File: src/rtl/sdtx_pkg.sv
package sdtx_pkg;

  // Channel and word geometry.
  localparam int SDTX_CHANNELS = 4;
  localparam int SDTX_WORD_W = 16;
  localparam int SDTX_CODE_W = 20;
  localparam int SDTX_CHAR_W = 10;

  // Start-up comma run: the channel forces idle words while the count is at or below this value.
  localparam logic [2:0] SDTX_SYNC_LAST = 3'h3;
  localparam logic [2:0] SDTX_SYNC_STEP = 3'h1;
  localparam logic [2:0] SDTX_SYNC_RESET = 3'h0;

  // Reset values of the output word and of the running disparity (0 = negative).
  localparam logic [19:0] SDTX_CODE_RESET = 20'h0_0000;
  localparam logic SDTX_DISP_RESET = 1'b0;

  // Special characters as byte values (high three bits y, low five bits x).
  localparam logic [7:0] SDTX_K28_5 = 8'hbc;
  localparam logic [7:0] SDTX_D5_6 = 8'hc5;
  localparam logic [7:0] SDTX_D16_2 = 8'h50;
  localparam logic [7:0] SDTX_K23_7 = 8'hf7;
  localparam logic [7:0] SDTX_K30_7 = 8'hfe;

  // Sub-block values that change the code tables.
  localparam logic [4:0] SDTX_X_K28 = 5'h1c;
  localparam logic [4:0] SDTX_X_D7 = 5'h07;
  localparam logic [2:0] SDTX_Y_3 = 3'h3;
  localparam logic [2:0] SDTX_Y_7 = 3'h7;
  localparam logic [4:0] SDTX_X_ALT_N0 = 5'h11;
  localparam logic [4:0] SDTX_X_ALT_N1 = 5'h12;
  localparam logic [4:0] SDTX_X_ALT_N2 = 5'h14;
  localparam logic [4:0] SDTX_X_ALT_P0 = 5'h0b;
  localparam logic [4:0] SDTX_X_ALT_P1 = 5'h0d;
  localparam logic [4:0] SDTX_X_ALT_P2 = 5'h0e;

  // Six-bit codes for negative disparity, written abcdei with a as the top bit.
  localparam logic [5:0] SDTX_6B_TAB [32] = '{
    6'h27, 6'h1d, 6'h2d, 6'h31, 6'h35, 6'h29, 6'h19, 6'h38,
    6'h39, 6'h25, 6'h15, 6'h34, 6'h0d, 6'h2c, 6'h1c, 6'h17,
    6'h1b, 6'h23, 6'h13, 6'h32, 6'h0b, 6'h2a, 6'h1a, 6'h3a,
    6'h33, 6'h26, 6'h16, 6'h36, 6'h0e, 6'h2e, 6'h1e, 6'h2b
  };
  localparam logic [5:0] SDTX_6B_K28 = 6'h0f;
  // One bit per x value: set where the six-bit code is unbalanced.
  localparam logic [31:0] SDTX_6B_UNBAL = 32'he981_8117;

  // Four-bit codes for negative disparity, written fghj with f as the top bit.
  localparam logic [3:0] SDTX_4B_TAB [8] = '{
    4'hb, 4'h9, 4'h5, 4'hc, 4'hd, 4'ha, 4'h6, 4'he
  };
  localparam logic [3:0] SDTX_4B_ALT = 4'h7;
  localparam logic [7:0] SDTX_4B_UNBAL = 8'h91;

  // What a word slot carries.
  typedef enum logic [1:0] {
    SDTX_IDLE,
    SDTX_DATA,
    SDTX_EXTEND,
    SDTX_ERROR
  } sdtx_kind_t;

  // Start-up phase of a channel.
  typedef enum logic {
    SDTX_ST_SYNC,
    SDTX_ST_RUN
  } sdtx_start_t;

  // One channel's word slot as presented by the protocol device.
  typedef struct packed {
    logic frame_valid;
    logic send_fault_flag;
    logic [15:0] send_word_bus;
  } sdtx_word_in_t;

  // One channel's encoded word; code bit 0 is the first bit on the line.
  typedef struct packed {
    sdtx_kind_t kind;
    logic disp_pos;
    logic [19:0] code;
  } sdtx_code_out_t;

endpackage

File: src/rtl/sdtx_enc8b10b.sv
`timescale 1ns/10ps
// Encodes one byte into a ten-bit character, chaining the running disparity.
module sdtx_enc8b10b
  import sdtx_pkg::*;
(
  input wire logic [7:0] data_byte,
  input wire logic is_control,
  input wire logic disp_in,
  output logic [9:0] code_char,
  output logic disp_out
);

  logic [4:0] x_val;
  logic [2:0] y_val;
  logic [5:0] six;
  logic [3:0] four;
  logic six_unbal;
  logic four_unbal;
  logic disp_mid;
  logic use_alt;
  logic is_k28;

  // Only K28.y, K23.7 and K30.7 are ever requested, so other control codes are not special-cased.
  always_comb begin
    x_val = data_byte[4:0];
    y_val = data_byte[7:5];
    is_k28 = is_control && (x_val == SDTX_X_K28);
    six = is_k28 ? SDTX_6B_K28 : SDTX_6B_TAB[x_val];
    six_unbal = is_k28 || SDTX_6B_UNBAL[x_val];
    // D.7 is balanced yet still alternates with disparity.
    if (disp_in && (six_unbal || (!is_k28 && x_val == SDTX_X_D7))) begin
      six = ~six;
    end
    disp_mid = disp_in ^ six_unbal;
    // The alternate y=7 form avoids a run of five equal bits across the sub-blocks.
    use_alt = (y_val == SDTX_Y_7) && (is_control ||
              (!disp_mid && (x_val == SDTX_X_ALT_N0 || x_val == SDTX_X_ALT_N1 ||
                             x_val == SDTX_X_ALT_N2)) ||
              (disp_mid && (x_val == SDTX_X_ALT_P0 || x_val == SDTX_X_ALT_P1 ||
                            x_val == SDTX_X_ALT_P2)));
    four = use_alt ? SDTX_4B_ALT : SDTX_4B_TAB[y_val];
    four_unbal = SDTX_4B_UNBAL[y_val];
    if (disp_mid && (four_unbal || y_val == SDTX_Y_3)) begin
      four = ~four;
    end else if (is_k28 && !disp_mid && !four_unbal) begin
      four = ~four;
    end
    disp_out = disp_mid ^ four_unbal;
    // Bit a goes to bit 0 so that it leaves the serializer first.
    for (int i = 0; i < 6; i++) begin
      code_char[i] = six[5 - i];
    end
    for (int j = 0; j < 4; j++) begin
      code_char[6 + j] = four[3 - j];
    end
  end

endmodule

File: src/rtl/sdtx_word_port.sv
`timescale 1ns/10ps
// Behaviour
// The protocol device raises frame-valid with the first preamble word and holds it for the whole frame.
// The protocol device drops frame-valid before the first word-clock edge after the last word of a frame.
// Frame-valid and the fault flag both high make the slot an error propagation word.
// Fault flag high with frame-valid low makes the slot a carrier extension word.
// Frame-valid high with the fault flag low makes the slot normal payload data.
// The 16-bit transmit word is captured into the input register on every rising word-clock edge.
// The factory test select input is left open or low and has no function.
// Each of the four channels has its own inputs and runs independently of the others.
// With both qualifiers low the slot becomes one idle word, K28.5 then D5.6 or D16.2.
// Carrier extension is sent as two K23.7 characters in one 20-bit word.
// Error propagation is sent as two K30.7 characters in one 20-bit word.
// The encoded word leaves least significant bit first, starting with bit zero.
// Between frames the protocol device holds both qualifiers low so that idle fills the gap.
module sdtx_word_port
  import sdtx_pkg::*;
(
  input wire logic clk,
  input wire logic reset,
  input sdtx_word_in_t [3:0] chan_in,
  input wire logic [3:0] factory_test_select,
  output sdtx_code_out_t [3:0] chan_out,
  output logic [3:0] frame_fault,
  output logic [3:0] link_ready
);

  // The clock is the send word clock; the protocol device drives its words aligned
  // to it, so the slot inputs are same-domain and need no synchroniser.
  // The factory test select inputs are deliberately not read by any logic.
  // They reach no flip-flop at all, so a floating pin cannot disturb a channel; a later
  // test feature would need its own two-stage synchroniser before any logic reads it.
  // Latency is two word clocks: one edge into the input register and one into the output
  // word register, so every slot kind leaves the block at the same time.

  // Each channel keeps its own input register, start-up run, disparity and fault marker;
  // nothing is shared, so a frame on one lane never changes the code words of another.
  // Per-channel copies
  for (genvar ch = 0; ch < SDTX_CHANNELS; ch++) begin : g_chan

    sdtx_word_in_t in_q;
    sdtx_start_t start_q;
    logic [2:0] sync_cnt_q;
    sdtx_kind_t kind_d;
    logic [7:0] lo_byte;
    logic [7:0] hi_byte;
    logic lo_ctrl;
    logic hi_ctrl;
    logic [9:0] lo_char;
    logic [9:0] hi_char;
    logic disp_lo;
    logic disp_hi;
    sdtx_code_out_t out_q;
    sdtx_code_out_t out_d;
    logic fault_q;
    logic ready_q;

    // Input word capture
    always_ff @(posedge clk or posedge reset) begin
      if (reset) begin
        in_q <= '0;
      end else begin
        in_q <= chan_in[ch];
      end
    end

    // A short run of idle words follows reset so the far receiver can find commas
    // before any payload; inputs presented during this run are dropped, not delayed.
    // The counter stops once the run ends; only a new reset starts another comma run,
    // so a long gap between frames does not repeat it.
    always_ff @(posedge clk or posedge reset) begin
      if (reset) begin
        start_q <= SDTX_ST_SYNC;
        sync_cnt_q <= SDTX_SYNC_RESET;
      end else begin
        case (start_q)
          SDTX_ST_SYNC: begin
            sync_cnt_q <= sync_cnt_q + SDTX_SYNC_STEP;
            if (sync_cnt_q == SDTX_SYNC_LAST) begin
              start_q <= SDTX_ST_RUN;
            end
          end
          SDTX_ST_RUN: begin
            sync_cnt_q <= sync_cnt_q;
          end
          default: begin
            start_q <= SDTX_ST_SYNC;
            sync_cnt_q <= SDTX_SYNC_RESET;
          end
        endcase
      end
    end

    // Slot decode from the two qualifiers of the captured word.
    // During the start-up run every slot decodes as idle, which keeps the comma pattern
    // intact even if the protocol device starts a frame too early.
    always_comb begin
      kind_d = SDTX_IDLE;
      if (start_q == SDTX_ST_RUN) begin
        case ({in_q.frame_valid, in_q.send_fault_flag})
          // Error propagation slot
          2'b11: kind_d = SDTX_ERROR;
          // Carrier extension slot
          2'b01: kind_d = SDTX_EXTEND;
          // Normal data slot
          2'b10: kind_d = SDTX_DATA;
          // Gap fills idle
          default: kind_d = SDTX_IDLE;
        endcase
      end
    end

    // Byte selection per slot kind; the low byte is encoded first.
    // Kind is decided before the bytes, so the encoders see a control flag only for the
    // special characters and never for payload, whatever the payload bits hold.
    always_comb begin
      lo_byte = SDTX_K28_5;
      hi_byte = SDTX_D16_2;
      lo_ctrl = 1'b1;
      hi_ctrl = 1'b0;
      case (kind_d)
        SDTX_DATA: begin
          lo_byte = in_q.send_word_bus[7:0];
          hi_byte = in_q.send_word_bus[15:8];
          lo_ctrl = 1'b0;
          hi_ctrl = 1'b0;
        end
        // Two K23.7 characters
        SDTX_EXTEND: begin
          lo_byte = SDTX_K23_7;
          hi_byte = SDTX_K23_7;
          lo_ctrl = 1'b1;
          hi_ctrl = 1'b1;
        end
        // Two K30.7 characters
        SDTX_ERROR: begin
          lo_byte = SDTX_K30_7;
          hi_byte = SDTX_K30_7;
          lo_ctrl = 1'b1;
          hi_ctrl = 1'b1;
        end
        // Idle word choice
        default: begin
          // Positive disparity takes D5.6 so the idle word ends negative either way.
          lo_byte = SDTX_K28_5;
          hi_byte = out_q.disp_pos ? SDTX_D5_6 : SDTX_D16_2;
          lo_ctrl = 1'b1;
          hi_ctrl = 1'b0;
        end
      endcase
    end

    // The two encoders chain disparity low byte to high byte within one word.
    // Both are combinational, so the whole word and its disparity settle in one word
    // clock; this chain is what limits the clock rate of the path.
    sdtx_enc8b10b u_enc_lo (
      .data_byte(lo_byte),
      .is_control(lo_ctrl),
      .disp_in(out_q.disp_pos),
      .code_char(lo_char),
      .disp_out(disp_lo)
    );

    sdtx_enc8b10b u_enc_hi (
      .data_byte(hi_byte),
      .is_control(hi_ctrl),
      .disp_in(disp_lo),
      .code_char(hi_char),
      .disp_out(disp_hi)
    );

    // First character in low bits
    always_comb begin
      out_d.kind = kind_d;
      out_d.disp_pos = disp_hi;
      out_d.code = {hi_char, lo_char};
    end

    // Output word register; it also holds the running disparity for the next word.
    // Keeping the disparity beside the code makes the idle choice and the next word's
    // first character use exactly the disparity that left on the line.
    always_ff @(posedge clk or posedge reset) begin
      if (reset) begin
        out_q.kind <= SDTX_IDLE;
        out_q.disp_pos <= SDTX_DISP_RESET;
        out_q.code <= SDTX_CODE_RESET;
      end else begin
        out_q <= out_d;
      end
    end

    // Fault marker spans frame
    // Frame end clears marker
    // Error slots only occur with frame-valid high, so setting and clearing never collide.
    // The marker is a level for the protocol device's bookkeeping; it does not say which
    // word was bad, only that the frame in flight carries an error.
    always_ff @(posedge clk or posedge reset) begin
      if (reset) begin
        fault_q <= 1'b0;
      end else if (kind_d == SDTX_ERROR) begin
        fault_q <= 1'b1;
      end else if (!in_q.frame_valid) begin
        fault_q <= 1'b0;
      end
    end

    // Ready marks the first word that follows the captured inputs rather than start-up idle.
    // It rises one edge after the run state is entered, together with the first word
    // that comes from the captured inputs.
    always_ff @(posedge clk or posedge reset) begin
      if (reset) begin
        ready_q <= 1'b0;
      end else begin
        ready_q <= (start_q == SDTX_ST_RUN);
      end
    end

    assign chan_out[ch] = out_q;
    assign frame_fault[ch] = fault_q;
    assign link_ready[ch] = ready_q;

  end

endmodule

File: config.mk
export PLATFORM = sky130hd
export DESIGN_NAME = sdtx_word_port
export DESIGN_NICKNAME = d
export VERILOG_FILES = /design/src/rtl/sdtx_pkg.sv /design/src/rtl/sdtx_enc8b10b.sv /design/src/rtl/sdtx_word_port.sv
export SDC_FILE = /design/constraint.sdc
export NUM_CORES = 1
export LEC_CHECK = 0
export ABC_CLOCK_PERIOD_IN_PS = 5700
export BUFFER_PORTS_ARGS = -buffer_cell sky130_fd_sc_hd__buf_4
export CORE_AREA = 2 2 190 192
export CTS_BUF_LIST = sky130_fd_sc_hd__clkbuf_16
export CTS_CLUSTER_SIZE = 28
export DETAILED_ROUTE_END_ITERATION = 8
export DIE_AREA = 0 0 192 194
export PLACE_DENSITY = 0.56
export SLEW_MARGIN = 20
export SYNTH_ARGS = -nofsm -noshare
export SYNTH_HDL_FRONTEND = slang
export SYNTH_SLANG_ARGS = --single-unit
File: constraint.sdc
create_clock -name clk -period 5.7 [get_ports clk]
set_clock_uncertainty 0.1 [all_clocks]
set_input_delay 0.285 -clock clk [delete_from_list [all_inputs] [get_ports clk]]
set_output_delay 0.285 -clock clk [all_outputs]
set_load 0.02 [all_outputs]
* Word level (Yosys, flattened, before mapping)
Memories as Yosys holds them, arrays and structs flattened.
Cells that the tools add are included.
** Operators by class
- Add/subtract/negate cells :: 4
- Order comparisons :: 32
- Equal/unequal tests :: 112
- Muxes and demuxes :: 136
- Bitwise operators :: 48
- Reductions and logical operators :: 172
** Operators with widths (count)
- $mux 6 :: 32
- $pmux 8 s3 :: 8
- $eq 5x5->1 const B :: 32
- $mux 4 :: 40
- $eq 5x4->1 const B :: 24
- $logic_and 1x1->1 :: 72
- $logic_or 1x1->1 :: 72
- $ge 6x6->1 const B :: 8
- $lt 5x6->1 const B :: 8
- $not 5->6 :: 8
- $not 6->6 :: 8
- $eq 5x3->1 const B :: 8
- $mux 1 :: 40
- $eq 3x2->1 const B :: 12
- $eq 2x2->1 const B :: 16
- $ge 4x4->1 const B :: 8
- $lt 3x4->1 const B :: 8
- $mux 8 :: 4
- $not 3->4 :: 8
- $not 4->4 :: 8
- $eq 3x3->1 const B :: 8
- $logic_not 1->1 :: 24
- $pmux 2 s3 :: 4
- $eq 2x1->1 const B :: 8
- other kinds (6) :: 36
** Word-level totals
- Register bits after elaboration :: 188
- Memory bits (read-only) :: 2112
- Bits of input ports :: 78
- Memories :: 32
** Memory list
- (no name shown) :: depth 32, bits a word 6, rd ports 1, clocked after Yosys merged registers in 0, wr ports 0, RTL line sdtx_enc8b10b.sv:28 : six = is_k28 ? SDTX_6B_K28 : SDTX_6B_TAB[x_val];
- (no name shown) :: depth 32, bits a word 6, rd ports 1, clocked after Yosys merged registers in 0, wr ports 0, RTL line sdtx_enc8b10b.sv:28
- (no name shown) :: depth 32, bits a word 6, rd ports 1, clocked after Yosys merged registers in 0, wr ports 0, RTL line sdtx_enc8b10b.sv:28
- (no name shown) :: depth 32, bits a word 6, rd ports 1, clocked after Yosys merged registers in 0, wr ports 0, RTL line sdtx_enc8b10b.sv:28
- (no name shown) :: depth 32, bits a word 6, rd ports 1, clocked after Yosys merged registers in 0, wr ports 0, RTL line sdtx_enc8b10b.sv:28
- (no name shown) :: depth 32, bits a word 6, rd ports 1, clocked after Yosys merged registers in 0, wr ports 0, RTL line sdtx_enc8b10b.sv:28
- +26 memories

* Depth between registers and ports, before layout
Gate-level depths: netlist of the first run.
- Depth in word-level cells :: 20
- Mapped depth :: 19
- Gate-level depth less buffers :: 16

* Cells and area by module
From an unflattened synthesis of the first run, not the netlist that was laid out.
** Second synthesis, totals
- Cells, all modules :: 1327
- Area, all modules :: 12927.4 um^2
** By module, submodules not included
- sdtx_word_port :: instances 1, cells an instance 383, area an instance 6119.6 um^2
- sdtx_enc8b10b (g_chan[2].u_enc_lo ...) :: instances 3, cells an instance 117, area an instance 864.6 um^2
- sdtx_enc8b10b (g_chan[0].u_enc_lo ...) :: instances 3, cells an instance 115, area an instance 818.3 um^2
- sdtx_enc8b10b (g_chan[0].u_enc_hi) :: instances 1, cells an instance 133, area an instance 942.2 um^2
- sdtx_enc8b10b (g_chan[2].u_enc_hi) :: instances 1, cells an instance 115, area an instance 817.0 um^2

* Least setup slack after synthesis of the first run
OpenSTA, ideal clock, no wires.
- Path type :: flip-flop to flip-flop
- Start :: register g_chan[3].start_q
- End :: register g_chan[3].out_q, in the netlist chan_out[88]
- Setup time :: 0.149 ns
- Arrival time :: 4.036 ns
- Data required time :: 5.451 ns
- Slack :: 1.415 ns
- Stages on the path, launching flop included :: 20
- Clock period less this slack :: 4.285 ns
- Cells stage by stage :: dfrtp_1 -> buf_2 -> buf_2 -> buf_1 -> and2_1 -> clkbuf_1 -> a21oi_1 -> inv_1 -> ha_1 -> buf_2 -> nor3b_1 -> o311ai_1 -> a41oi_2 -> o31ai_4 -> xnor3_1 -> xnor2_2 -> nor4_1 -> o31a_1 -> o41ai_2 -> xnor2_1
** On the way
- Word-level cells in the longest chain between the ends :: 18
** RTL lines
- start: declaration :: RTL line sdtx_word_port.sv:42 : sdtx_start_t start_q;
- start signal: assignment :: RTL line sdtx_word_port.sv:73 : start_q <= SDTX_ST_SYNC;
- start signal: assignment :: RTL line sdtx_word_port.sv:80 : start_q <= SDTX_ST_RUN;
- start signal: assignment :: RTL line sdtx_word_port.sv:87 : start_q <= SDTX_ST_SYNC;
- $mux 2 * :: RTL line sdtx_word_port.sv:99 : if (start_q == SDTX_ST_RUN) begin
- named net g_chan[3].kind_d[1] :: RTL line sdtx_word_port.sv:44 : sdtx_kind_t kind_d;
- $eq 2x2->1 / $eq 2x1->1 (equally long branches) :: RTL line sdtx_word_port.sv:121 : case (kind_d)
- $pmux 8 s3 :: RTL line sdtx_word_port.sv:121
- $mem_v2 32x1 / $eq 5x5->1 (equally long branches)
- $mux 1 (implied by the code) / $logic_and 1x1->1 (equally long branches) :: RTL line sdtx_enc8b10b.sv:29, sdtx_enc8b10b.sv:27
- $logic_or 1x1->1 :: RTL line sdtx_enc8b10b.sv:29 : six_unbal = is_k28 || SDTX_6B_UNBAL[x_val];
- $xor 1x1->1 :: RTL line sdtx_enc8b10b.sv:34 : disp_mid = disp_in ^ six_unbal;
- [4 not listed]
- $logic_or 1x1->1 :: RTL line sdtx_enc8b10b.sv:36 : use_alt = (y_val == SDTX_Y_7) && (is_control ||
- $logic_or 1x1->1 :: RTL line sdtx_enc8b10b.sv:38 : x_val == SDTX_X_ALT_N2)) ||
- $logic_and 1x1->1 :: RTL line sdtx_enc8b10b.sv:36
- $mux 4 :: RTL line sdtx_enc8b10b.sv:41 : four = use_alt ? SDTX_4B_ALT : SDTX_4B_TAB[y_val];
- $not 4->4 :: RTL line sdtx_enc8b10b.sv:44, sdtx_enc8b10b.sv:46
- $mux 4 :: RTL line sdtx_enc8b10b.sv:45 : end else if (is_k28 && !disp_mid && !four_unbal) begin
- $mux 4 * :: RTL line sdtx_enc8b10b.sv:43 : if (disp_mid && (four_unbal || y_val == SDTX_Y_3)) begin
- named net g_chan[3].hi_char[9] :: RTL line sdtx_word_port.sv:50 : logic [9:0] hi_char;
- end signal: assignment :: RTL line sdtx_word_port.sv:188 : out_q <= out_d;
- end: declaration :: RTL line sdtx_word_port.sv:53 : sdtx_code_out_t out_q;
Mark *: on every way through the listed nets, which the timed path passes. The rest lies on a longest branch. The select of a mux whose other input is x is not followed.
A chain may end at the register's enable or synchronous reset.

* Final worst setup path of the first run
- Start :: register g_chan[2].start_q
- End :: register g_chan[2].out_q, in the netlist chan_out[65]
** On the way
- Word-level cells in the longest chain between the ends :: 18
** RTL lines (RTL line)
- start: declaration :: sdtx_word_port.sv:42
- start signal: assignment :: sdtx_word_port.sv:73
- start signal: assignment :: sdtx_word_port.sv:80
- start signal: assignment :: sdtx_word_port.sv:87
- $mux 2 * :: sdtx_word_port.sv:99
- named net g_chan[2].kind_d[0] :: sdtx_word_port.sv:44
- $eq 2x2->1 / $eq 2x1->1 (equally long branches) :: sdtx_word_port.sv:121
- $pmux 8 s3 :: sdtx_word_port.sv:121
- $mem_v2 32x1 / $eq 5x5->1 (equally long branches)
- $mux 1 (implied by the code) / $logic_and 1x1->1 (equally long branches) :: sdtx_enc8b10b.sv:29, sdtx_enc8b10b.sv:27
- $logic_or 1x1->1 :: sdtx_enc8b10b.sv:29
- $xor 1x1->1 :: sdtx_enc8b10b.sv:34
- [4 not listed]
- $logic_or 1x1->1 :: sdtx_enc8b10b.sv:36
- $logic_or 1x1->1 :: sdtx_enc8b10b.sv:38
- $logic_and 1x1->1 :: sdtx_enc8b10b.sv:36
- $mux 4 :: sdtx_enc8b10b.sv:41
- $not 4->4 :: sdtx_enc8b10b.sv:44, sdtx_enc8b10b.sv:46
- $mux 4 :: sdtx_enc8b10b.sv:45
- $mux 4 * :: sdtx_enc8b10b.sv:43
- named net g_chan[2].hi_char[9] :: sdtx_word_port.sv:50
- end signal: assignment :: sdtx_word_port.sv:188
- end: declaration :: sdtx_word_port.sv:53
Marks and branches as above.

==> results.ini, run 1 <==
[run_status]
status=complete, no violations

[detailed_routing]
drtAntennaViolNets=0
wl_microns=30700
dr.pass1.iters=5
vias=10200
wl_per_cell_microns=15.6
routed_via_density=5.16
drc=0
first_iter_violations=691

[critical_path]
cp_data_arrival_time_ps=4760
cp_max_fo=16
cp_slowest_cell=dfrtp_1
max_stage_delay_ps=550
crit_top_cell=a21oi_1
path_class=reg -> reg
cp_data_required_time_ps=5920
cp-end-kind=flop
crit_family=compound AO/OA/AOI/OAI gates
path_cells=nand2_1 -> inv_1 -> a21oi_1 -> ha_1 -> mux2_2 -> o22ai_1 -> o41ai_1 -> a21oi_1 -> xnor3_1 -> xor2_1 -> mux2i_1 -> o211a_1 -> a211oi_2 -> xnor2_1
critPathBufInv=1
cp-start-kind=flop

[placed_design]
pre_cts_slack_ps=1150
finalWeightedCongestion=0.899
portBuffers=173
dp_hpwl_microns=21700
placedCellCount=1868

[grt]
grt_pass1_wl_microns=50600
track_usage=0.167
grt_max_degree=132
overflow=0
antenna_found_initial=2
first_global_vias=9932

[layout]
nFillCells=3400
nets=1683
area_growth_pct=23.9
multiInputGateArea_sq_mm=0.00689
fin_cells=1972
utilization=0.431
drive_gt1_frac=0.174
layout_commonest_cell=dfrtp_1
layout.area.seq_sq_mm=0.00470
mostFrequentLayoutCells=dfrtp_1, buf_4, ha_1

[sta]
relSlewSlack=0.340
hold_viol_final=0
timing.final.crit_share=0.796
drv_slew=0
setup_tns_ps=0
hold_slack_ps=369
grt_setup_unrepaired=false
fmax_mhz=220
post-route-min-period_ps=4540
setup_violations=0
worst_pin_slew_ps=990
finalWorstSetupSlack_ps=1160

[synth]
synth.yosys.seq_area_share=0.384
netlist_area_sq_mm=0.0122
synthesis.nets=1484
synth-edff-count=0
synth_cells=1300
yosysUniqueCellTypes=94
ys_seq_elements=188
ys.warnings.count=0
synth.avg_cell_area_sq_um=9.41
synth_top_flop_cell=dfrtp_1
synthArstFlopShare=1.00

[cts]
htreeDepth=4
tritoncts=yes
cts_max_path_buffers=2
path_clk_slew_ps=70
cts_setup_buffers=0
ctsResizeCount=0
clk_latency_ps=450
cts_sinks=188
cts_made_buffers=17
postCtsHoldBufs=73
clockRootBuffer=clkbuf_16

[floorplanning]
ios=178
dieArea_sq_mm=0.0372
rows=69
fp.coreArea_sq_mm=0.0352
start_util=0.347
die_height_microns=194
die_x_microns=192

[power]
powerDensity_mw_per_mm2=359
p_leak_nw=6.78
ir_drop_mv=0.245

[min_path]
min_path_type=in -> reg

[flow_run]
maxCapViolCount=0

-- metal layers --
| metal | vias up | routed length (microns) | global-route usage |
|---|---|---|---|
| met5 | - | 0 | 0 |
| met4 | 0 | 459 | 0.0523 |
| met3 | 34 | 1660 | 0.0360 |
| met2 | 290 | 14300 | 0.265 |
| met1 | 4845 | 14400 | 0.227 |
| li1 | 5009 | - | - |
-- cell type report --
| class | instances | share of cell area |
|---|---|---|
| well taps | 461 | 0.0380 |
| diodes | 2 | 0.000330 |
| clock buffers | 17 | 0.0280 |
| inverters | 64 | 0.0163 |
| repair buffers | 260 | 0.141 |
| clock inverters | 12 | 0.0123 |
| flip-flops and latches | 188 | 0.310 |
| multi-input cells | 968 | 0.454 |
-- registers in the layout, summed over array words and instances (netlist names) --
name	count
g_chan.start_q	4
g_chan.fault_q	4
g_chan.ready_q	4
chan_out	92
g_chan.in_q	72
g_chan.sync_cnt_q	12
-- cell usage after synthesis, types with 21 or more instances --
cell,instances,area (sq um)
xnor2_1,57,499
nand3_1,24,120
clkbuf_1,40,150
a21oi_1,88,440
o21a_1,21,158
nand2_1,87,327
ha_1,106,1330
dfrtp_1,188,4700
o21ai_0,71,355
nor3_1,27,135
o22ai_1,21,131
a31oi_1,23,144
inv_1,61,229
o211ai_1,25,188
xor2_1,45,394
nor2_1,97,364
-- power breakdown --
group | switching, mW | internal [mW] | total [mW]
clock network | 0.553 | 0.735 | 1.29
registers | 0.172 | 1.66 | 1.83
logic | 1.33 | 0.999 | 2.33
total | 2.05 | 3.40 | 5.45
-- worst paths after layout --
path	cells after the start	slack, ps	from	to
max in group asynchronous	4	3800	reset	g_chan[1].start_q
setup / recovery	14	1160	g_chan[2].start_q	chan_out[65]
min in group asynchronous	3	460	reset	g_chan[1].in_q[9]
setup reg to reg	14	1160	g_chan[2].start_q	chan_out[65]
hold reg to reg	1	370	g_chan[0].sync_cnt_q[0]	g_chan[0].sync_cnt_q[0]
hold / removal	2	370	chan_in[12]	g_chan[0].in_q[12]
-- per-stage QoR --
stage,power (mW),instance area (sq um)
after floorplan,3.36,12200
after global placement,4.14,13800
after detailed placement,4.16,13800
after CTS,5.52,15200
after global routing,5.79,15200
final,5.45,15200
-- kinds of logic (layout without fill, tap and decap cells) --
kind of cell	count (synthesis)	in the layout	share of synthesized area
adder cells (fa/ha/maj)	106	106	0.108
flip-flops	188	188	0.384
XOR/XNOR	105	105	0.0780
multiplexers	26	26	0.0220
buffers and inverters	144	353	0.0529
AND/OR/NAND/NOR	338	338	0.138
other	0	2	0
AO/OA/AOI/OAI	393	393	0.216
Power figures use the tool's default switching activity.
==> inputs of run 2 (changes only) <==
--- a/config.mk
+++ b/config.mk
@@ -5,14 +5,15 @@
 export SDC_FILE = /design/constraint.sdc
 export NUM_CORES = 1
 export LEC_CHECK = 0
-export ABC_CLOCK_PERIOD_IN_PS = 5700
+export ABC_AREA = 1
+export ABC_CLOCK_PERIOD_IN_PS = 4280
 export BUFFER_PORTS_ARGS = -buffer_cell sky130_fd_sc_hd__buf_4
-export CORE_AREA = 2 2 190 192
+export CORE_AREA = 2 2 189 191
 export CTS_BUF_LIST = sky130_fd_sc_hd__clkbuf_16
 export CTS_CLUSTER_SIZE = 28
 export DETAILED_ROUTE_END_ITERATION = 8
-export DIE_AREA = 0 0 192 194
-export PLACE_DENSITY = 0.56
+export DIE_AREA = 0 0 191 193
+export PLACE_DENSITY = 0.54
 export SLEW_MARGIN = 20
 export SYNTH_ARGS = -nofsm -noshare
 export SYNTH_HDL_FRONTEND = slang
==> constraint.sdc (replaced) <==
create_clock -name clk -period 4.28 [get_ports clk]
set_clock_uncertainty 0.1 [all_clocks]
set_input_delay 0.214 -clock clk [delete_from_list [all_inputs] [get_ports clk]]
set_output_delay 0.214 -clock clk [all_outputs]
set_load 0.02 [all_outputs]
==> run 2 against run 1 <==
  * Synthesized area decreased by 2.0%
  * Sequential power rose by 30%
  * Maximum frequency rose by 26%
  * Utilization up 0.086 points
  * Die area down 1.0%
  * Total power grew 27%
  * Worst setup slack lost 490 ps
  * Count of clock-buffer cells in the layout unchanged
  * Combinational power grew 27%
  * Highest routed layer unchanged
  * Register-to-register slack lost 490 ps
  * Largest power group unchanged
  * Non-clock buffer count shrank 6
==> results.ini, run 2 <==
[layout]
layout_commonest_cell=nand2_1
num_antenna_cells=0  ; -2
nets=1845  ; +9.6%
area_growth_pct=25.8
largest_reg_flops=92  ; unchanged
fin_cells=2135  ; +8.3%
stdcell_area_sq_mm=0.0151  ; -0.54%
utilization=0.431  ; +0.000864
mostFrequentLayoutCells=nand2_1, dfrtp_1, buf_4
drive_gt1_frac=0.223  ; +0.0485

[synth]
ys_seq_elements=188  ; unchanged
yosys.area_share.simple=0.241  ; +0.103
ys.warnings.count=0  ; unchanged
synth.avg_cell_area_sq_um=8.50  ; -9.7%
synth_compound_area_frac=0.122  ; -0.0941
synth_cells=1411  ; +8.5%
synth_mux_area_frac=0.00376  ; -0.0182
synth_top_family_by_area=simple AND/OR/NAND/NOR gates
synth_top_cell_area_share=0.392  ; +0.00778
synthTopCellsByCount=nand2_1, dfrtp_1, inv_1
yosys.area_share.adder=0.111  ; +0.00219
netlist_area_sq_mm=0.0120  ; -2.0%
yosysUniqueCellTypes=53  ; -44%
synth_top_flop_cell=dfrtp_1
yosysMostFrequentCell=nand2_1
synth-edff-count=0  ; unchanged
synth.yosys.seq_area_share=0.392  ; +0.00778
synthXorXnorAreaFrac=0.0526  ; -0.0254
netlist.top_cell.by_area=dfrtp_1
synth_area_leaders=dfrtp_1, ha_1, nand2_1
synthArstFlopShare=1.00  ; unchanged
synthesis.nets=1595  ; +7.5%

[sta]
fmax_mhz=277  ; +26%
post-route-min-period_ps=3610  ; -930 ps
setup_tns_ps=0  ; unchanged
worst_pin_slew_ps=905  ; -85.0 ps
setup_violations=0  ; unchanged
hold_viol_final=0  ; unchanged
finalWorstSetupSlack_ps=673  ; -490 ps
timing.final.crit_share=0.843  ; +0.0467
hold_slack_ps=303  ; -65.5 ps
grt_setup_unrepaired=false
relSlewSlack=0.397  ; +0.0567
drv_slew=0  ; unchanged

[power]
combinationalPowerShare=0.428  ; about the same
powerDensity_mw_per_mm2=457  ; +27%
p_int_mw=4.15  ; +22%
switching_share=0.397  ; +0.0208
power_frac_seq=0.345  ; +0.008
power_switching_mw=2.74  ; +34%
p_total_mw=6.89  ; +27%
ir_drop_mv=0.382  ; +56%
p_leak_nw=7.50  ; +11%
clkPwrFrac=0.228  ; -0.008

[cts]
cts_made_buffers=17  ; unchanged
path_clk_slew_ps=70  ; about the same
cts_setup_buffers=0  ; unchanged
clk_latency_ps=450  ; about the same
tritoncts=yes
htreeDepth=4  ; unchanged
cts_max_path_buffers=2  ; unchanged
cts_sinks=188  ; unchanged
clockRootBuffer=clkbuf_16

[placed_design]
portBuffers=173  ; unchanged
finalWeightedCongestion=0.874  ; -2.8%
placedCellCount=2030  ; +8.7%
dpl_cell_area_sq_mm=0.0138  ; -0.22%
pre_cts_slack_ps=664  ; -489 ps
dp_hpwl_microns=21700  ; +0.24%

[detailed_routing]
routed_via_density=4.68  ; -9.3%
vias=9998  ; -1.8%
dr.pass1.iters=5  ; unchanged
first_iter_violations=430  ; -38%
wl_microns=28900  ; -6.1%
drtAntennaViolNets=0  ; unchanged
drc=0  ; unchanged
wl_per_cell_microns=13.5  ; -13%

[flow_run]
maxCapViolCount=0  ; unchanged

[critical_path]
cp_max_fo=8  ; -8
cp-end-kind=flop
path_class=reg -> reg
cp-start-kind=flop
cp_data_arrival_time_ps=3850  ; -910 ps
cp_data_required_time_ps=4520  ; -1400 ps

[grt]
grt_pass1_wl_microns=47400  ; -6.3%
overflow=0  ; unchanged
grt_max_degree=118  ; -11%
antenna_found_initial=1  ; -1
track_usage=0.160  ; -0.00718
first_global_vias=9577  ; -3.6%

[floorplanning]
rows=69  ; unchanged
die_x_microns=191  ; -0.52%
ios=178  ; unchanged
fp.coreArea_sq_mm=0.0350  ; -0.74%
die_height_microns=193  ; -0.52%
dieArea_sq_mm=0.0369  ; -1.0%
start_util=0.343  ; -0.00437

[min_path]
min_path_type=in -> reg

[run_status]
status=complete, no violations

==> run 2: layout make-up <==
class,count,area [sq um]
tap,461,577
fill,3466,19900
inverter,204,776
clock buffer,17,425
timing repair buffer,254,2100
multi-input combinational,996,6360
sequential,188,4700
clock inverter,15,140
==> run 2: cell families (layout without fill, tap and decap cells) <==
| kind of cell | Yosys count | after routing |
|---|---|---|
| adder cells (fa/ha/maj) | 106 | 106 |
| AND/OR/NAND/NOR | 594 | 594 |
| buffers and inverters | 227 | 490 |
| multiplexers | 4 | 4 |
| flip-flops | 188 | 188 |
| AO/OA/AOI/OAI | 220 | 220 |
| XOR/XNOR | 72 | 72 |
==> run 2: repair_timing <==
action,4_1_cts,5_1_grt
hold buffers,73,0
endpoints found under the hold margin,189,0
resized for setup,0,0
==> run 2: power by group through the flow <==
| stage | sequential (mW) | clock [mW] | combinational [mW] |
|---|---|---|---|
| 3_3_place_gp | 2.42 | 0 | 2.91 |
| 6_report | 2.37 | 1.57 | 2.95 |
| 2_1_floorplan | 2.84 | 0 | 1.45 |
| 3_5_place_dp | 2.42 | 0 | 2.92 |
| 4_1_cts | 2.39 | 1.63 | 2.99 |
| 5_1_grt | 2.42 | 1.71 | 3.26 |
==> run 2: final timing paths <==
path | start | to | slack (ps) | cells past startpoint
max | g_chan[1].start_q | chan_out[39] | 670 | 23
max reg2reg | g_chan[1].start_q | chan_out[39] | 670 | 23
min | chan_in[49] | g_chan[2].in_q[13] | 300 | 2
min in group asynchronous | reset | chan_out[85] | 420 | 4
max in group asynchronous | reset | chan_out[67] | 2920 | 4
min reg2reg | g_chan[0].sync_cnt_q[0] | g_chan[0].sync_cnt_q[0] | 370 | 1
==> run 2: routing by layer <==
layer	share of wire	global-route usage	wire, microns
met5	0	0	0
met4	0.015	0.0456	440
met3	0.040	0.0311	1150
met2	0.48	0.270	14000
met1	0.46	0.208	13300
==> run 2: critical path, cell delays in order, from the launching register on <==
cell     delay, ps
dfrtp_1        510
nand2_4        160
inv_1          130
o21ai_0        630
inv_1          190
ha_1           290
inv_1           80
nand3_1         90
nand2_1         80
nand2_1         70
nand2_1        100
nand2_2         80
nand3_2         80
nand2_1         50
nand2_1        100
nand2_1        110
nand2_2        110
nand2_2         60
nand3_1         60
nand3_1         90
nand2_2        130
nand3_1         90
nand2_1         70
inv_1           40
